`src/inc/slocp_cfg.svh`:
```
// constants for the second-level overcurrent hiccup block
// assumes comparator inputs are asynchronous to clk_in
// Overview of operation
// - drain current above the maximum threshold feeds the protection logic as a fault event
// - first tripped cycle moves idle to warning, switch keeps running
// - warning plus a clean next cycle returns the logic to idle
// - trips in two back-to-back cycles declare a fault and force switch off
// - shutdown is latched while the supply stays present
// - supply undervoltage comparator clears the shutdown latch
// - after clear, startup source stays off until supply drops below restart level
// - switching resumes at turn-on level; persistent fault repeats the hiccup cycle
`ifndef SLOCP_CFG_SVH
`define SLOCP_CFG_SVH
`define SLOCP_SYNC_DEPTH 3
`define SLOCP_NUM_ASYNC 4
`define SLOCP_IDX_OCP 0
`define SLOCP_IDX_UVLO 1
`define SLOCP_IDX_RESTART 2
`define SLOCP_IDX_ON 3
`define SLOCP_ZERO 1'b0
`define SLOCP_ONE 1'b1
`endif

```
`src/inc/slocp_pkg.sv`:
```
// types for the second-level overcurrent hiccup block
// assumes slocp_cfg.svh supplies the constants
package slocp_pkg;
    // protection and supply sequencing states, one-hot
    typedef enum logic [5:0] {
        SLOCP_ST_CHARGE = 6'h01,
        SLOCP_ST_IDLE = 6'h02,
        SLOCP_ST_WARN = 6'h04,
        SLOCP_ST_LATCHED = 6'h08,
        SLOCP_ST_WAIT_RESTART = 6'h10,
        SLOCP_ST_RECHARGE = 6'h20
    } slocp_state_t;
endpackage

```
`src/verilog/slocp_core.sv`:
```
// second-level overcurrent protection and hiccup sequencer
// assumes a one-cycle switching-cycle boundary pulse from the oscillator on cycle_start_in, synchronous to clk_in,
// and asynchronous comparator levels for drain current and supply
`timescale 1ns/10ps
`include "slocp_cfg.svh"
module slocp_core
    import slocp_pkg::*;
(
    input wire logic clk_in,
    input wire logic resetn_in,
    input wire logic cycle_start_in,
    input wire logic over_max_current_in,
    input wire logic supply_undervoltage_in,
    input wire logic supply_below_restart_in,
    input wire logic supply_turn_on_in,
    output logic switch_enable_out,
    output logic startup_source_enable_out,
    output logic warning_out,
    output logic fault_latched_out
);
    typedef struct packed {
        slocp_state_t state;
        logic trip_sticky;
        logic switch_en;
        logic source_en;
        logic warn;
        logic latched;
    } slocp_core_t;
    slocp_core_t st_reg;
    slocp_core_t st_next;
    logic ocp_sync;
    logic uvlo_sync;
    logic restart_sync;
    logic turn_on_sync;
    logic cycle_trip;
    logic [`SLOCP_NUM_ASYNC-1:0] async_raw;
    logic [`SLOCP_NUM_ASYNC-1:0] async_level;

    // a boundary that closes a cycle in which the comparator tripped
    function automatic logic slocp_closed_trip(input logic boundary, input logic trip);
        return boundary && trip;
    endfunction

    // switch allowed only while running normally
    function automatic logic slocp_runs(input slocp_state_t s);
        return (s == SLOCP_ST_IDLE) || (s == SLOCP_ST_WARN);
    endfunction

    // startup source on while the supply capacitor is being charged
    function automatic logic slocp_charges(input slocp_state_t s);
        return (s == SLOCP_ST_CHARGE) || (s == SLOCP_ST_RECHARGE);
    endfunction

    // comparator levels gathered so one loop builds every synchroniser
    assign async_raw[`SLOCP_IDX_OCP] = over_max_current_in;
    assign async_raw[`SLOCP_IDX_UVLO] = supply_undervoltage_in;
    assign async_raw[`SLOCP_IDX_RESTART] = supply_below_restart_in;
    assign async_raw[`SLOCP_IDX_ON] = supply_turn_on_in;

    // each comparator crosses into the clock domain through its own chain;
    // a pulse caught by only one flop never reaches the state machine
    for (genvar i = 0; i < `SLOCP_NUM_ASYNC; i++) begin : g_sync
        slocp_sync u_sync (
            .clk_in(clk_in),
            .resetn_in(resetn_in),
            .async_in(async_raw[i]),
            .level_out(async_level[i])
        );
    end

    // named views of the filtered comparator levels
    assign ocp_sync = async_level[`SLOCP_IDX_OCP];
    assign uvlo_sync = async_level[`SLOCP_IDX_UVLO];
    assign restart_sync = async_level[`SLOCP_IDX_RESTART];
    assign turn_on_sync = async_level[`SLOCP_IDX_ON];

    // trip seen anywhere in the closing cycle, including its last clock
    assign cycle_trip = st_reg.trip_sticky | ocp_sync;

    // protection and hiccup sequencing
    always_comb begin
        st_next = st_reg;
        // sticky flag: set during the cycle, cleared at the boundary; clear wins
        if (cycle_start_in) begin
            st_next.trip_sticky = `SLOCP_ZERO;
        end else if (ocp_sync) begin
            st_next.trip_sticky = `SLOCP_ONE;
        end
        unique case (st_reg.state)
            SLOCP_ST_CHARGE: begin
                // supply charging from the startup source
                if (turn_on_sync) begin
                    st_next.state = SLOCP_ST_IDLE;
                end
            end
            SLOCP_ST_IDLE: begin
                if (uvlo_sync) begin
                    st_next.state = SLOCP_ST_WAIT_RESTART;
                end else if (slocp_closed_trip(cycle_start_in, cycle_trip)) begin
                    st_next.state = SLOCP_ST_WARN;
                end
            end
            SLOCP_ST_WARN: begin
                if (uvlo_sync) begin
                    st_next.state = SLOCP_ST_WAIT_RESTART;
                end else if (slocp_closed_trip(cycle_start_in, cycle_trip)) begin
                    st_next.state = SLOCP_ST_LATCHED;
                end else if (cycle_start_in) begin
                    st_next.state = SLOCP_ST_IDLE;
                end
            end
            SLOCP_ST_LATCHED: begin
                // held while supplied; only undervoltage releases it
                if (uvlo_sync) begin
                    st_next.state = SLOCP_ST_WAIT_RESTART;
                end
            end
            SLOCP_ST_WAIT_RESTART: begin
                if (restart_sync) begin
                    st_next.state = SLOCP_ST_RECHARGE;
                end
            end
            SLOCP_ST_RECHARGE: begin
                if (turn_on_sync) begin
                    st_next.state = SLOCP_ST_IDLE;
                end
            end
        endcase
        // registered outputs from the next state
        st_next.switch_en = slocp_runs(st_next.state);
        st_next.source_en = slocp_charges(st_next.state);
        st_next.warn = (st_next.state == SLOCP_ST_WARN);
        st_next.latched = (st_next.state == SLOCP_ST_LATCHED);
    end

    // registers; power-up starts charging the supply
    always_ff @(posedge clk_in or negedge resetn_in) begin
        if (!resetn_in) begin
            st_reg.state <= SLOCP_ST_CHARGE;
            st_reg.trip_sticky <= `SLOCP_ZERO;
            st_reg.switch_en <= `SLOCP_ZERO;
            st_reg.source_en <= `SLOCP_ONE;
            st_reg.warn <= `SLOCP_ZERO;
            st_reg.latched <= `SLOCP_ZERO;
        end else begin
            st_reg <= st_next;
        end
    end

    assign switch_enable_out = st_reg.switch_en;
    assign startup_source_enable_out = st_reg.source_en;
    assign warning_out = st_reg.warn;
    assign fault_latched_out = st_reg.latched;
endmodule

```
`src/verilog/slocp_sync.sv`:
```
// three-stage synchroniser with agreement filter
// assumes async level input, single clock clk_in
`timescale 1ns/10ps
`include "slocp_cfg.svh"
module slocp_sync (
    input wire logic clk_in,
    input wire logic resetn_in,
    input wire logic async_in,
    output logic level_out
);
    typedef struct packed {
        logic s1;
        logic s2;
        logic s3;
        logic level;
    } slocp_sync_t;
    slocp_sync_t st_reg;
    slocp_sync_t st_next;

    // shift chain; level follows once stages two and three agree
    always_comb begin
        st_next = st_reg;
        st_next.s1 = async_in;
        st_next.s2 = st_reg.s1;
        st_next.s3 = st_reg.s2;
        if (st_reg.s2 == st_reg.s3) begin
            st_next.level = st_reg.s3;
        end
    end

    // registers
    always_ff @(posedge clk_in or negedge resetn_in) begin
        if (!resetn_in) begin
            st_reg <= '0;
        end else begin
            st_reg <= st_next;
        end
    end

    assign level_out = st_reg.level;
endmodule

```
`config.mk`:
```
export PLATFORM = sky130hd
export DESIGN_NAME = slocp_core
export DESIGN_NICKNAME = d
export VERILOG_FILES = /design/src/inc/slocp_pkg.sv /design/src/verilog/slocp_core.sv /design/src/verilog/slocp_sync.sv
export VERILOG_INCLUDE_DIRS = /design/src /design/src/inc
export SDC_FILE = /design/constraint.sdc
export NUM_CORES = 1
export LEC_CHECK = 0
export ABC_AREA = 1
export BUFFER_PORTS_ARGS = -buffer_cell sky130_fd_sc_hd__buf_2
export CAP_MARGIN = 0
export CELL_PAD_IN_SITES_DETAIL_PLACEMENT = 0
export CELL_PAD_IN_SITES_GLOBAL_PLACEMENT = 1
export CORE_ASPECT_RATIO = 0.75
export CORE_UTILIZATION = 35
export DETAILED_ROUTE_END_ITERATION = 8
export GPL_TIMING_DRIVEN = 0
export PLACE_DENSITY_LB_ADDON = 0.1
export SYNTH_ARGS = -nofsm -noshare
export SYNTH_HDL_FRONTEND = slang
export SYNTH_SLANG_ARGS = --single-unit
```
`constraint.sdc`:
```
create_clock -name clk_in -period 4.8 [get_ports clk_in]
set_clock_uncertainty 0.2 [all_clocks]
set_input_delay 0.48 -clock clk_in [delete_from_list [all_inputs] [get_ports clk_in]]
set_output_delay 0.48 -clock clk_in [all_outputs]
set_load 0.03 [all_outputs]
```
Word-level counts from Yosys, hierarchy flattened

Cells that the tools add are included.

Equal/unequal tests: 15
Mux-type cells: 11
Bitwise operators: 1
Reductions and logical operators: 5

Operator list:

| kind                                                | number |
|---|---|
| two-way mux 6 bit                                   | 8 |
| one-hot mux 6 bit (5 select lines)                  | 1 |
| equality test 6 x 1 -> 1 bit, second input constant | 2 |
| equality test 6 x 2 -> 1 bit, second input constant | 2 |
| equality test 6 x 3 -> 1 bit, second input constant | 2 |
| equality test 6 x 4 -> 1 bit, second input constant | 2 |
| equality test 6 bit, second input constant          | 2 |
| equality test 6 x 5 -> 1 bit, second input constant | 1 |
| equality test 1 bit                                 | 4 |
| logical OR 1 bit                                    | 2 |
| two-way mux 1 bit                                   | 2 |
| nonzero test 2 bit                                  | 1 |
| OR reduction 2 bit                                  | 1 |
| logical AND 1 bit                                   | 1 |
| OR 1 bit                                            | 1 |

Bits in registers: 27
Output and inout port bits: 4
Logic and storage cells: 54

Logic depth before layout (Yosys ltp)

Gate-level depths: netlist of run 1.

Depth after elaboration: 7
Mapped depth: 12

By module

From an unflattened synthesis of run 1, not the netlist that was laid out.

Cell total of the unflattened synthesis: 140
Area, all modules: 1,237.4 µm²

By module, submodules not included:

| module     | instances | cells each | area each (µm²) |
|---|---|---|---|
| slocp_core | 1         | 108        | 772.0 |
| slocp_sync | 4         | 8          | 116.4 |

Least setup slack after synthesis of run 1

No wires, ideal clock.

Path kind: register to register
Start point: register st_reg[5] (netlist name)
End point: register st_reg (netlist bit switch_enable_out)
Library setup time: 117 ps
Arrival: 1,263 ps
Path slack: 3,219 ps
Stages on the path, launching flop included: 12
Period minus slack after synthesis: 1,581 ps
Cells stage by stage: dfstp_2 nor2_2 nand3_1 inv_2 nor2_8 nand2_2 nand2_1 nand2_1 nand2_1 nor2_2 nand2_1 nand2_1

RTL lines:

| item                     | line              | RTL |
|---|---|---|
| start: declaration       | slocp_core.sv:29  | `slocp_core_t st_reg;` |
| start signal: assignment | slocp_core.sv:146 | `st_reg <= st_next;` |

==> results of run 1 <==
power by group:
group / leakage (nW) / internal [mW] / total [mW] / switching (mW)
logic: 0.327 / 0.0914 / 0.287 / 0.196
registers: 0.326 / 0.266 / 0.292 / 0.0257
clock network: 0.0228 / 0.0593 / 0.123 / 0.0640
layer usage:
metal	up-vias	share of wire [%]
met2	17	44
met4	0	0.67
met3	2	5.2
met5	-	0
met1	385	50
li1	401	-
critical path: stages (launching register included):
cell	delay [ns]
dfstp_2	0.57
inv_1	0.07
nor2_1	0.11
nand3_1	0.09
nand2_2	0.17
nor2_8	0.07
nand2_2	0.07
nand2_1	0.08
a21oi_2	0.16
nand2_1	0.09
nand2_1	0.06
cell families after synthesis:
logic type | after synthesis
simple gates | 64
flops | 27
buf+inv | 18
compound gates | 6
fa+ha+maj | 4
synthesized netlist by cell type:
| cell type | count | area [µm²] |
|---|---|---|
| o21ai_0 | 2 | 10.0 |
| a21oi_1 | 2 | 10.0 |
| nor2_1 | 13 | 48.8 |
| nor2_8 | 1 | 20.0 |
| inv_2 | 3 | 11.3 |
| maj3_1 | 4 | 40.0 |
| nand2_1 | 18 | 67.6 |
| a21oi_2 | 2 | 17.5 |
| nand3b_1 | 1 | 7.51 |
| nor3_1 | 2 | 10.0 |
| dfrtp_1 | 25 | 626 |
| nor2_2 | 6 | 37.5 |
| nand3_2 | 3 | 30.0 |
| inv_1 | 15 | 56.3 |
| dfstp_2 | 2 | 52.6 |
| nand2_2 | 5 | 31.3 |
| nand3_1 | 15 | 75.1 |
final cells by class:
cell class / instances / area, µm²
fill: 309 / 1750
sequential: 27 / 678
multi-input combinational: 74 / 405
inverter: 18 / 67.6
timing repair buffer: 10 / 50.0
tap: 38 / 47.5
clock buffer: 4 / 45.0
path summary, 6_finish.rpt:
check,startpoint,endpoint,cells after the start
worst max-delay path,st_reg[5],switch_enable_out,10
worst min-delay path,resetn_in,g_sync[3].u_sync.st_reg[1],1
worst max register to register,st_reg[5],switch_enable_out,10
worst min register to register,g_sync[3].u_sync.st_next[2],g_sync[3].u_sync.st_next[1],0
max in group asynchronous,resetn_in,warning_out,1
min in group clk_in,over_max_current_in,g_sync[0].u_sync.st_next[2],1
==> reports/metrics.csv, run 1 <==
metric;value;unit
crit path DAT;1.80;ns
Hold Crit Class;input pin to asynchronous set/reset pin;
number of diodes;0;
pre-CTS WS;3.01;ns
Slew @ Worst Pin;0.580;ns
Adder-Cell Fraction of Synth Area;3.48;%
FP Rows;17;
wire per inst;12.2;µm
most frequent cells in the layout;25 x dfrtp_1, 18 x nand2_1, 15 x inv_1, 15 x nand3_1, 13 x nor2_1;
Min Hold Slack;0.00505;ns
final WL;2090;µm
largest net degree at the start of global routing;28;
Layout Utilization;42.5;%
Net Count, Synth;126;
drt drc;0;
drt via density;4.71;
pwr dens;543;mW/mm²
simple logic cell fraction of the synthesized area;28.5;%
CP Class;flip-flop to flip-flop;
fmax;560;MHz
placed insts;167;
routability cong.;0.795;
post-synthesis mux area share;0;%
Yosys cell types;17;
Synth Register Bits;27;
cells after synthesis;119;
GR Util All Layers;14.4;%
Clock transition at path regs;0.09;ns
yosys synthesis warning count;0;
post-CTS setup buffer count;0;
Critical Path Start Type;flip-flop;
Post-Layout Cell Count;171;
Initial Util;37.8;%
Max clock buf depth;2;
Die Width;68.2;µm
setup TNS;0;ns
largest family of logic cells by synthesized area;simple AND/OR/NAND/NOR gates;
worst path required time;4.81;ns
placed cell areas;0.00125;mm²
RSZ-0062 raised after global routing;false;
most common cell after layout, fill and taps aside;dfrtp_1;
leak pwr;0.676;nW
Avg Cell Area, Syn;9.67;µm²
final hold viol count;0;
setup slack, reg-to-reg;3.01;ns
fin area;0.00129;mm²
Layout area overhead;12.4;%
htree depth;1;
share of layout cells above drive strength 1;26.3;%
final critical-path required period;1.79;ns
clock latency on the worst-skew pair;0.26;ns
post-CTS sizing;0;
met1 Track Usage GR;21.0;%
Post-Synth XOR/XNOR Area;0;%
clock root buffer;clkbuf_8;
GRT met3 Usage;4.61;%
Num CTS Buffers;3;
crit-path max FO;7;
antenna violations before repair;0;
post-synthesis cell area;0.00115;mm²
number of top-level pins;11;
GR Layer Usage met2;20.8;%
first-pass GRT wire length;3700;µm
clock sinks;27;
die area;0.00352;mm²
initial DRC count;30;
Tcrit/Tclk final;37.2;%
CTS hold repair buffers;0;
Vias;805;
max-slew violation count;0;
CTS tree;built;
DIE HEIGHT;51.7;µm
Compound-Gate Fraction of Synth Area;3.26;%
grt ovf;0;
Final setup viols;0;
Max Cap Violations;0;
Antenna Nets Post-Route;0;
drt first pass iters;4;
Slew Limit Headroom;61.3;%
number of flip-flops in the largest register;8;
IO buf count;10;
Max VDD drop;0.187;mV
Top Usage Layer GRT;met1;
Pwr Total;702;µW
core area;0.00304;mm²
outcome;complete, no violations;
# nets final;141;
crit end category;flip-flop;
smallest setup slack after layout;3.01;ns
vias in the first global route;769;
HPWL after DPL;1500;µm
Seq/Total Area, Yosys;58.9;%
(Power assumes the default switching activity.)
==> run 2, diff against run 1 <==
==> constraint.sdc (replaced) <==
create_clock -name clk_in -period 1.5 [get_ports clk_in]
set_clock_uncertainty 0.2 [all_clocks]
set_input_delay 0.15 -clock clk_in [delete_from_list [all_inputs] [get_ports clk_in]]
set_output_delay 0.15 -clock clk_in [all_outputs]
set_load 0.03 [all_outputs]
==> reports/metrics.csv, run 2 (synthesized netlist as in run 1, its figures left out) <==
metric;value;unit;change
crit-path max FO;4;;was 7
final WL;2270;µm;was 2090 µm
drt first pass iters;4;;unchanged
number of top-level pins;11;;unchanged
FP Rows;17;;unchanged
die area;0.00352;mm²;unchanged
net switching power;1.06;mW;was 285 µW
smallest setup slack after layout;-0.206;ns;was 3.01 ns
number of flip-flops in the largest register;8;;unchanged
wire per inst;12.5;µm;was 12.2 µm
antenna violations before repair;0;;unchanged
Critical Path Start Type;flip-flop;;unchanged
Int Pwr;1.45;mW;was 417 µW
most used cell, CP;nand2_1;;unchanged
Initial Util;37.8;%;unchanged
Max VDD drop;0.691;mV;was 0.187 mV
routability cong.;0.778;;was 0.795
final critical-path required period;1.71;ns;was 1.79 ns
most frequent cells in the layout;24 x dfrtp_1, 15 x nand2_1, 14 x inv_1;;was 25 x dfrtp_1, 18 x nand2_1, 15 x inv_1, 15 x nand3_1, 13 x nor2_1
Max clock buf depth;2;;unchanged
most common cell after layout, fill and taps aside;dfrtp_1;;unchanged
Slew Limit Headroom;60.4;%;was 61.3%
Clock transition at path regs;0.09;ns;about the same
max-slew violation count;0;;unchanged
Slew @ Worst Pin;0.594;ns;was 0.580 ns
crit path DAT;1.68;ns;was 1.80 ns
CP cell instances;inv_2 > nor2_4 > nand3_2 > nand2_4 > nand2_1 > nand2_2 > nor2_4 > nand3_2 > nor2_2 > nand2_1 > nand2_1;;was inv_1 > nor2_1 > nand3_1 > nand2_2 > nor2_8 > nand2_2 > nand2_1 > a21oi_2 > nand2_1 > nand2_1
worst path bufs/invs;1;;unchanged
fmax;586;MHz;was 560 MHz
setup TNS;-0.429;ns;was 0 ns
GR Util All Layers;14.9;%;was 14.4%
drt via density;4.71;;about the same
clock share of power;16.7;%;was 17.5%
DIE HEIGHT;51.7;µm;unchanged
Layout area overhead;29.5;%;was 12.4%
CTS tree;built;;unchanged
pre-CTS WS;-0.235;ns;was 3.01 ns
Tcrit/Tclk final;114;%;was 37.2%
Vias;852;;was 805
Net Sw Frac;42.3;%;was 40.6%
CP Class;flip-flop to flip-flop;;unchanged
delay-heaviest family, CP;simple AND/OR/NAND/NOR gates;;unchanged
HPWL after DPL;1500;µm;about the same
grt ovf;0;;unchanged
Seq pwr share;38.0;%;was 41.6%
RSZ-0062 raised after global routing;true;;was false
htree depth;1;;unchanged
share of layout cells above drive strength 1;39.9;%;was 26.3%
clock latency on the worst-skew pair;0.27;ns;was 0.26 ns
first-pass GRT wire length;3790;µm;was 3700 µm
IO buf count;10;;unchanged
leak pwr;0.739;nW;was 0.676 nW
Final setup viols;3;;was 0
placed cell areas;0.00125;mm²;about the same
failing checks;negative setup slack;;
Antenna Nets Post-Route;0;;unchanged
Pwr Total;2.51;mW;was 702 µW
number of diodes;0;;unchanged
# nets final;151;;was 141
worst path required time;1.47;ns;was 4.81 ns
fin area;0.00149;mm²;was 0.00129 mm²
final hold viol count;0;;unchanged
CP peak stage delay;0.59;ns;was 0.57 ns
clock root buffer;clkbuf_8;;unchanged
vias in the first global route;836;;was 769
Die Width;68.2;µm;unchanged
largest net degree at the start of global routing;28;;unchanged
drt drc;0;;unchanged
core area;0.00304;mm²;unchanged
Max Cap Violations;0;;unchanged
Hold Crit Class;input pin to flip-flop;;was input pin to asynchronous set/reset pin
Combinational Power Share;45.3;%;was 40.9%
initial DRC count;24;;was 30
Crit-path slowest cell;dfstp_2;;unchanged
pwr dens;1680;mW/mm²;was 543 mW/mm²
clock sinks;27;;unchanged
outcome;complete, but fails checks;;was complete, no violations
crit end category;flip-flop;;unchanged
Num CTS Buffers;3;;unchanged
## run 2: cell types whose count changed in the layout (fill, tap and decap cells not counted), moves of 2 or more
cell / before / now
nand3_1: 15 / 7
nand2_4: 0 / 3
nor2_1: 13 / 10
buf_4: 0 / 4
nor2_4: 0 / 5
dlygate4sd3_1: 0 / 6
nor2_2: 6 / 4
nand3_2: 3 / 11
nand2_1: 18 / 15
## run 2: path summary, 6_finish.rpt
check / slack, ns / cells past startpoint / endpoint / startpoint
worst max-delay path: -0.21 / 11 / switch_enable_out / st_reg[5]
worst min-delay path: 0.05 / 4 / st_reg[7] / cycle_start_in
worst max register to register: -0.21 / 11 / switch_enable_out / st_reg[5]
worst min register to register: 0.16 / 0 / g_sync[0].u_sync.st_next[1] / g_sync[0].u_sync.st_next[2]
max in group asynchronous: 0.47 / 2 / st_reg[6] / resetn_in
min in group asynchronous: 0.21 / 2 / g_sync[2].u_sync.st_next[2] / resetn_in
## run 2: power groups by stage
| stage | Sequential, mW | Clock [mW] | Combinational [mW] |
|---|---|---|---|
| after floorplan | 1.01 | 0 | 0.664 |
| after global placement | 0.945 | 0 | 0.923 |
| after detailed placement | 0.948 | 0 | 0.930 |
| after CTS | 0.942 | 0.431 | 0.988 |
| after global routing | 0.970 | 0.458 | 1.28 |
| final | 0.952 | 0.418 | 1.14 |
## run 2: per-layer routing
| layer | track usage [%] | share of wire [%] | up-vias |
|---|---|---|---|
| li1 | - | - | 423 |
| met1 | 20.5 | 49 | 415 |
| met2 | 22.4 | 47 | 12 |
| met3 | 5.26 | 3.4 | 2 |
| met5 | 0 | 0 | - |
| met4 | 3.13 | 0.62 | 0 |
## run 2: worst reg2reg max path, stage by stage (launching register included)
cell     delay [ns]
dfstp_2        0.59
inv_2          0.06
nor2_4         0.08
nand3_2        0.08
nand2_4        0.14
nand2_1        0.09
nand2_2        0.08
nor2_4         0.04
nand3_2        0.08
nor2_2         0.04
nand2_1        0.07
nand2_1        0.05
## run 2: layout make-up
cell class,count,area (µm²)
Fill cell,299,1550
Sequential cell,27,679
Multi-Input combinational cell,74,504
Timing Repair Buffer,20,140
Inverter,18,70.1
Tap cell,38,47.5
Clock buffer,3,41.3
Clock inverter,1,7.51
## run 2: what timing repair did
action,4_1_cts,5_1_grt
hold endpoints to repair,30,0
setup endpoints to repair,4,9
hold buffers,6,0
pin swaps,4,8
setup buffers,1,3
resized for setup,8,17
## run 2: per-stage QoR
stage	util (%)	cells	hold WS (ns)
4_1_cts	46.0	178	0.0462
6_report	49.0	181	0.0498
3_3_place_gp	41.2	167	-0.0222
2_1_floorplan	-	119	-0.346
5_1_grt	49.0	181	0.0709
3_5_place_dp	41.2	167	-0.00637
==> run 3, diff against run 2 <==
--- a/config.mk
+++ b/config.mk
@@ -16,6 +16,7 @@
 export DETAILED_ROUTE_END_ITERATION = 8
 export GPL_TIMING_DRIVEN = 0
 export PLACE_DENSITY_LB_ADDON = 0.1
+export SETUP_SLACK_MARGIN = 0.2
 export SYNTH_ARGS = -nofsm -noshare
 export SYNTH_HDL_FRONTEND = slang
 export SYNTH_SLANG_ARGS = --single-unit
==> reports/metrics.csv, run 3 (synthesized netlist as in run 1, its figures left out) <==
metric;value;unit;change
Highest Signal Layer;met4;;unchanged
HPWL after DPL;1500;µm;about the same
drt drc;0;;unchanged
crit path from;st_reg[5];;unchanged
die area;0.00352;mm²;unchanged
clock sinks;27;;unchanged
Reg2Reg Launch Point;st_reg[5];;unchanged
Num CTS Buffers;3;;unchanged
max-slew violation count;0;;unchanged
delay-heaviest family, CP;simple AND/OR/NAND/NOR gates;;unchanged
pre-CTS WS;-0.235;ns;unchanged
Routed met2 length;1010;µm;was 1060 µm
RSZ-0062 raised after global routing;true;;unchanged
DR WL met3;70;µm;was 77 µm
leak pwr;0.731;nW;was 0.739 nW
largest net degree at the start of global routing;28;;unchanged
Clock transition at path regs;0.09;ns;about the same
crit-path max FO;7;;was 4
core area;0.00304;mm²;unchanged
Final setup viols;3;;unchanged
antenna violations before repair;0;;unchanged
Die Width;68.2;µm;unchanged
wire per inst;12.3;µm;was 12.5 µm
Worst Hold Depth;4;;unchanged
Max VDD drop;0.684;mV;was 0.691 mV
CTS tree;built;;unchanged
share of layout cells above drive strength 1;42.3;%;was 39.9%
GR Util All Layers;15.1;%;was 14.9%
CP peak stage delay;0.59;ns;about the same
Initial Util;37.8;%;unchanged
failing checks;negative setup slack;;unchanged
Max clock buf depth;2;;unchanged
outcome;complete, but fails checks;;unchanged
grt ovf;0;;unchanged
final hold viol count;0;;unchanged
Critical Path Start Type;flip-flop;;unchanged
Antenna Nets Post-Route;0;;unchanged
crit end category;flip-flop;;unchanged
final WL;2210;µm;was 2270 µm
Tcrit/Tclk final;114;%;about the same
Worst R2R Path Depth;10;;was 11
number of diodes;0;;unchanged
most common cell after layout, fill and taps aside;dfrtp_1;;unchanged
Hold Crit Class;input pin to flip-flop;;unchanged
Max Cap Violations;0;;unchanged
initial DRC count;16;;was 24
IO buf count;10;;unchanged
wl on met1;1120;µm;about the same
FP Rows;17;;unchanged
final critical-path required period;1.71;ns;about the same
CP cell instances;nor2_4 > nand3_1 > nand2_2 > inv_4 > nand3_2 > nand2_2 > nand2_1 > nor2_2 > nand2_1 > nand2_1;;was inv_2 > nor2_4 > nand3_2 > nand2_4 > nand2_1 > nand2_2 > nor2_4 > nand3_2 > nor2_2 > nand2_1 > nand2_1
Layout area overhead;29.3;%;was 29.5%
clock latency on the worst-skew pair;0.27;ns;about the same
smallest setup slack after layout;-0.210;ns;was -0.206 ns
DIE HEIGHT;51.7;µm;unchanged
number of flip-flops in the largest register;8;;unchanged
crit path DAT;1.73;ns;was 1.68 ns
Crit-path slowest cell;dfstp_2;;unchanged
Slew Limit Headroom;60.8;%;was 60.4%
Slew @ Worst Pin;0.588;ns;was 0.594 ns
most used cell, CP;nand2_1;;unchanged
worst path required time;1.52;ns;was 1.47 ns
most frequent cells in the layout;22 x dfrtp_1, 13 x inv_1, 13 x nand2_1;;was 24 x dfrtp_1, 15 x nand2_1, 14 x inv_1
hold path start;cycle_start_in;;unchanged
htree depth;1;;unchanged
drt first pass iters;4;;unchanged
drt via density;4.69;;was 4.71
number of top-level pins;11;;unchanged
WP depth;10;;was 11
Vias;845;;was 852
pwr dens;1710;mW/mm²;was 1680 mW/mm²
Min Hold Slack;0.0388;ns;was 0.0498 ns
first-pass GRT wire length;3840;µm;was 3790 µm
fmax;585;MHz;was 586 MHz
clock root buffer;clkbuf_8;;unchanged
worst path bufs/invs;1;;unchanged
routability cong.;0.778;;unchanged
vias in the first global route;840;;was 836
CP Class;flip-flop to flip-flop;;unchanged
# nets final;150;;was 151
[run 3: cell types whose count changed in the layout (fill, tap and decap cells not counted), moves of 2 or more]
cell / previous run / this run
dfrtp_2: 1 / 3
nand3_1: 7 / 9
nand3_2: 11 / 9
nand2_2: 5 / 7
nand2_1: 15 / 13
dfrtp_1: 24 / 22
[run 3: per-layer routing]
metal	vias to the layer above	track usage, %
li1	422	-
met1	413	20.6
met2	8	22.9
met3	2	5.26
met4	0	3.13
met5	-	0
[run 3: report_power, final]
part	leakage, nW	switching (mW)	internal, mW	total [mW]
Combinational	0.387	0.743	0.417	1.16
Sequential	0.322	0.103	0.858	0.961
Clock	0.0217	0.230	0.189	0.419
Total	0.731	1.08	1.46	2.54
[run 3: layout make-up]
class / instances / area, µm²
Timing Repair Buffer: 19 / 139
Multi-Input combinational cell: 74 / 502
Sequential cell: 27 / 682
Clock inverter: 1 / 7.51
Fill cell: 301 / 1550
Clock buffer: 3 / 41.3
Tap cell: 38 / 47.5
Inverter: 18 / 70.1
[run 3: timing repair]
| action | CTS | global route |
|---|---|---|
| hold buffers | 6 | 0 |
| buffers inserted | 2 | 1 |
| endpoints found under the setup margin | 11 | 11 |
| resized for setup | 14 | 17 |
| pin swaps | 8 | 12 |
| endpoints found under the hold margin | 30 | 0 |
[run 3: path summary, 6_finish.rpt]
check / endpoint / slack, ns
max: switch_enable_out / -0.21
min: st_reg[7] / 0.04
max reg2reg: switch_enable_out / -0.21
min reg2reg: g_sync[0].u_sync.st_next[1] / 0.16
max in group asynchronous: st_reg[8] / 0.47
min in group asynchronous: g_sync[2].u_sync.st_next[2] / 0.20
[run 3: stage by stage]
stage | instance area [µm²] | power (mW) | util [%] | TNS (ns) | std cells
CTS | 1430 | 2.42 | 46.9 | -0.471 | 179
finish | 1490 | 2.54 | 49.0 | -0.441 | 180
detailed placement | 1250 | 1.88 | 41.2 | -0.546 | 167
floorplan | 1160 | 1.67 | - | -0.123 | 119
global placement | 1250 | 1.87 | 41.2 | -0.560 | 167
global route | 1490 | 2.74 | 49.0 | -0.961 | 180
[run 3: worst reg2reg max path, cell delays in order, from the launching register on]
cell and delay [ns]:
dfstp_2 0.59, nor2_4 0.07, nand3_1 0.11, nand2_2 0.11
inv_4 0.13, nand3_2 0.09, nand2_2 0.09, nand2_1 0.06
nor2_2 0.07, nand2_1 0.06, nand2_1 0.06
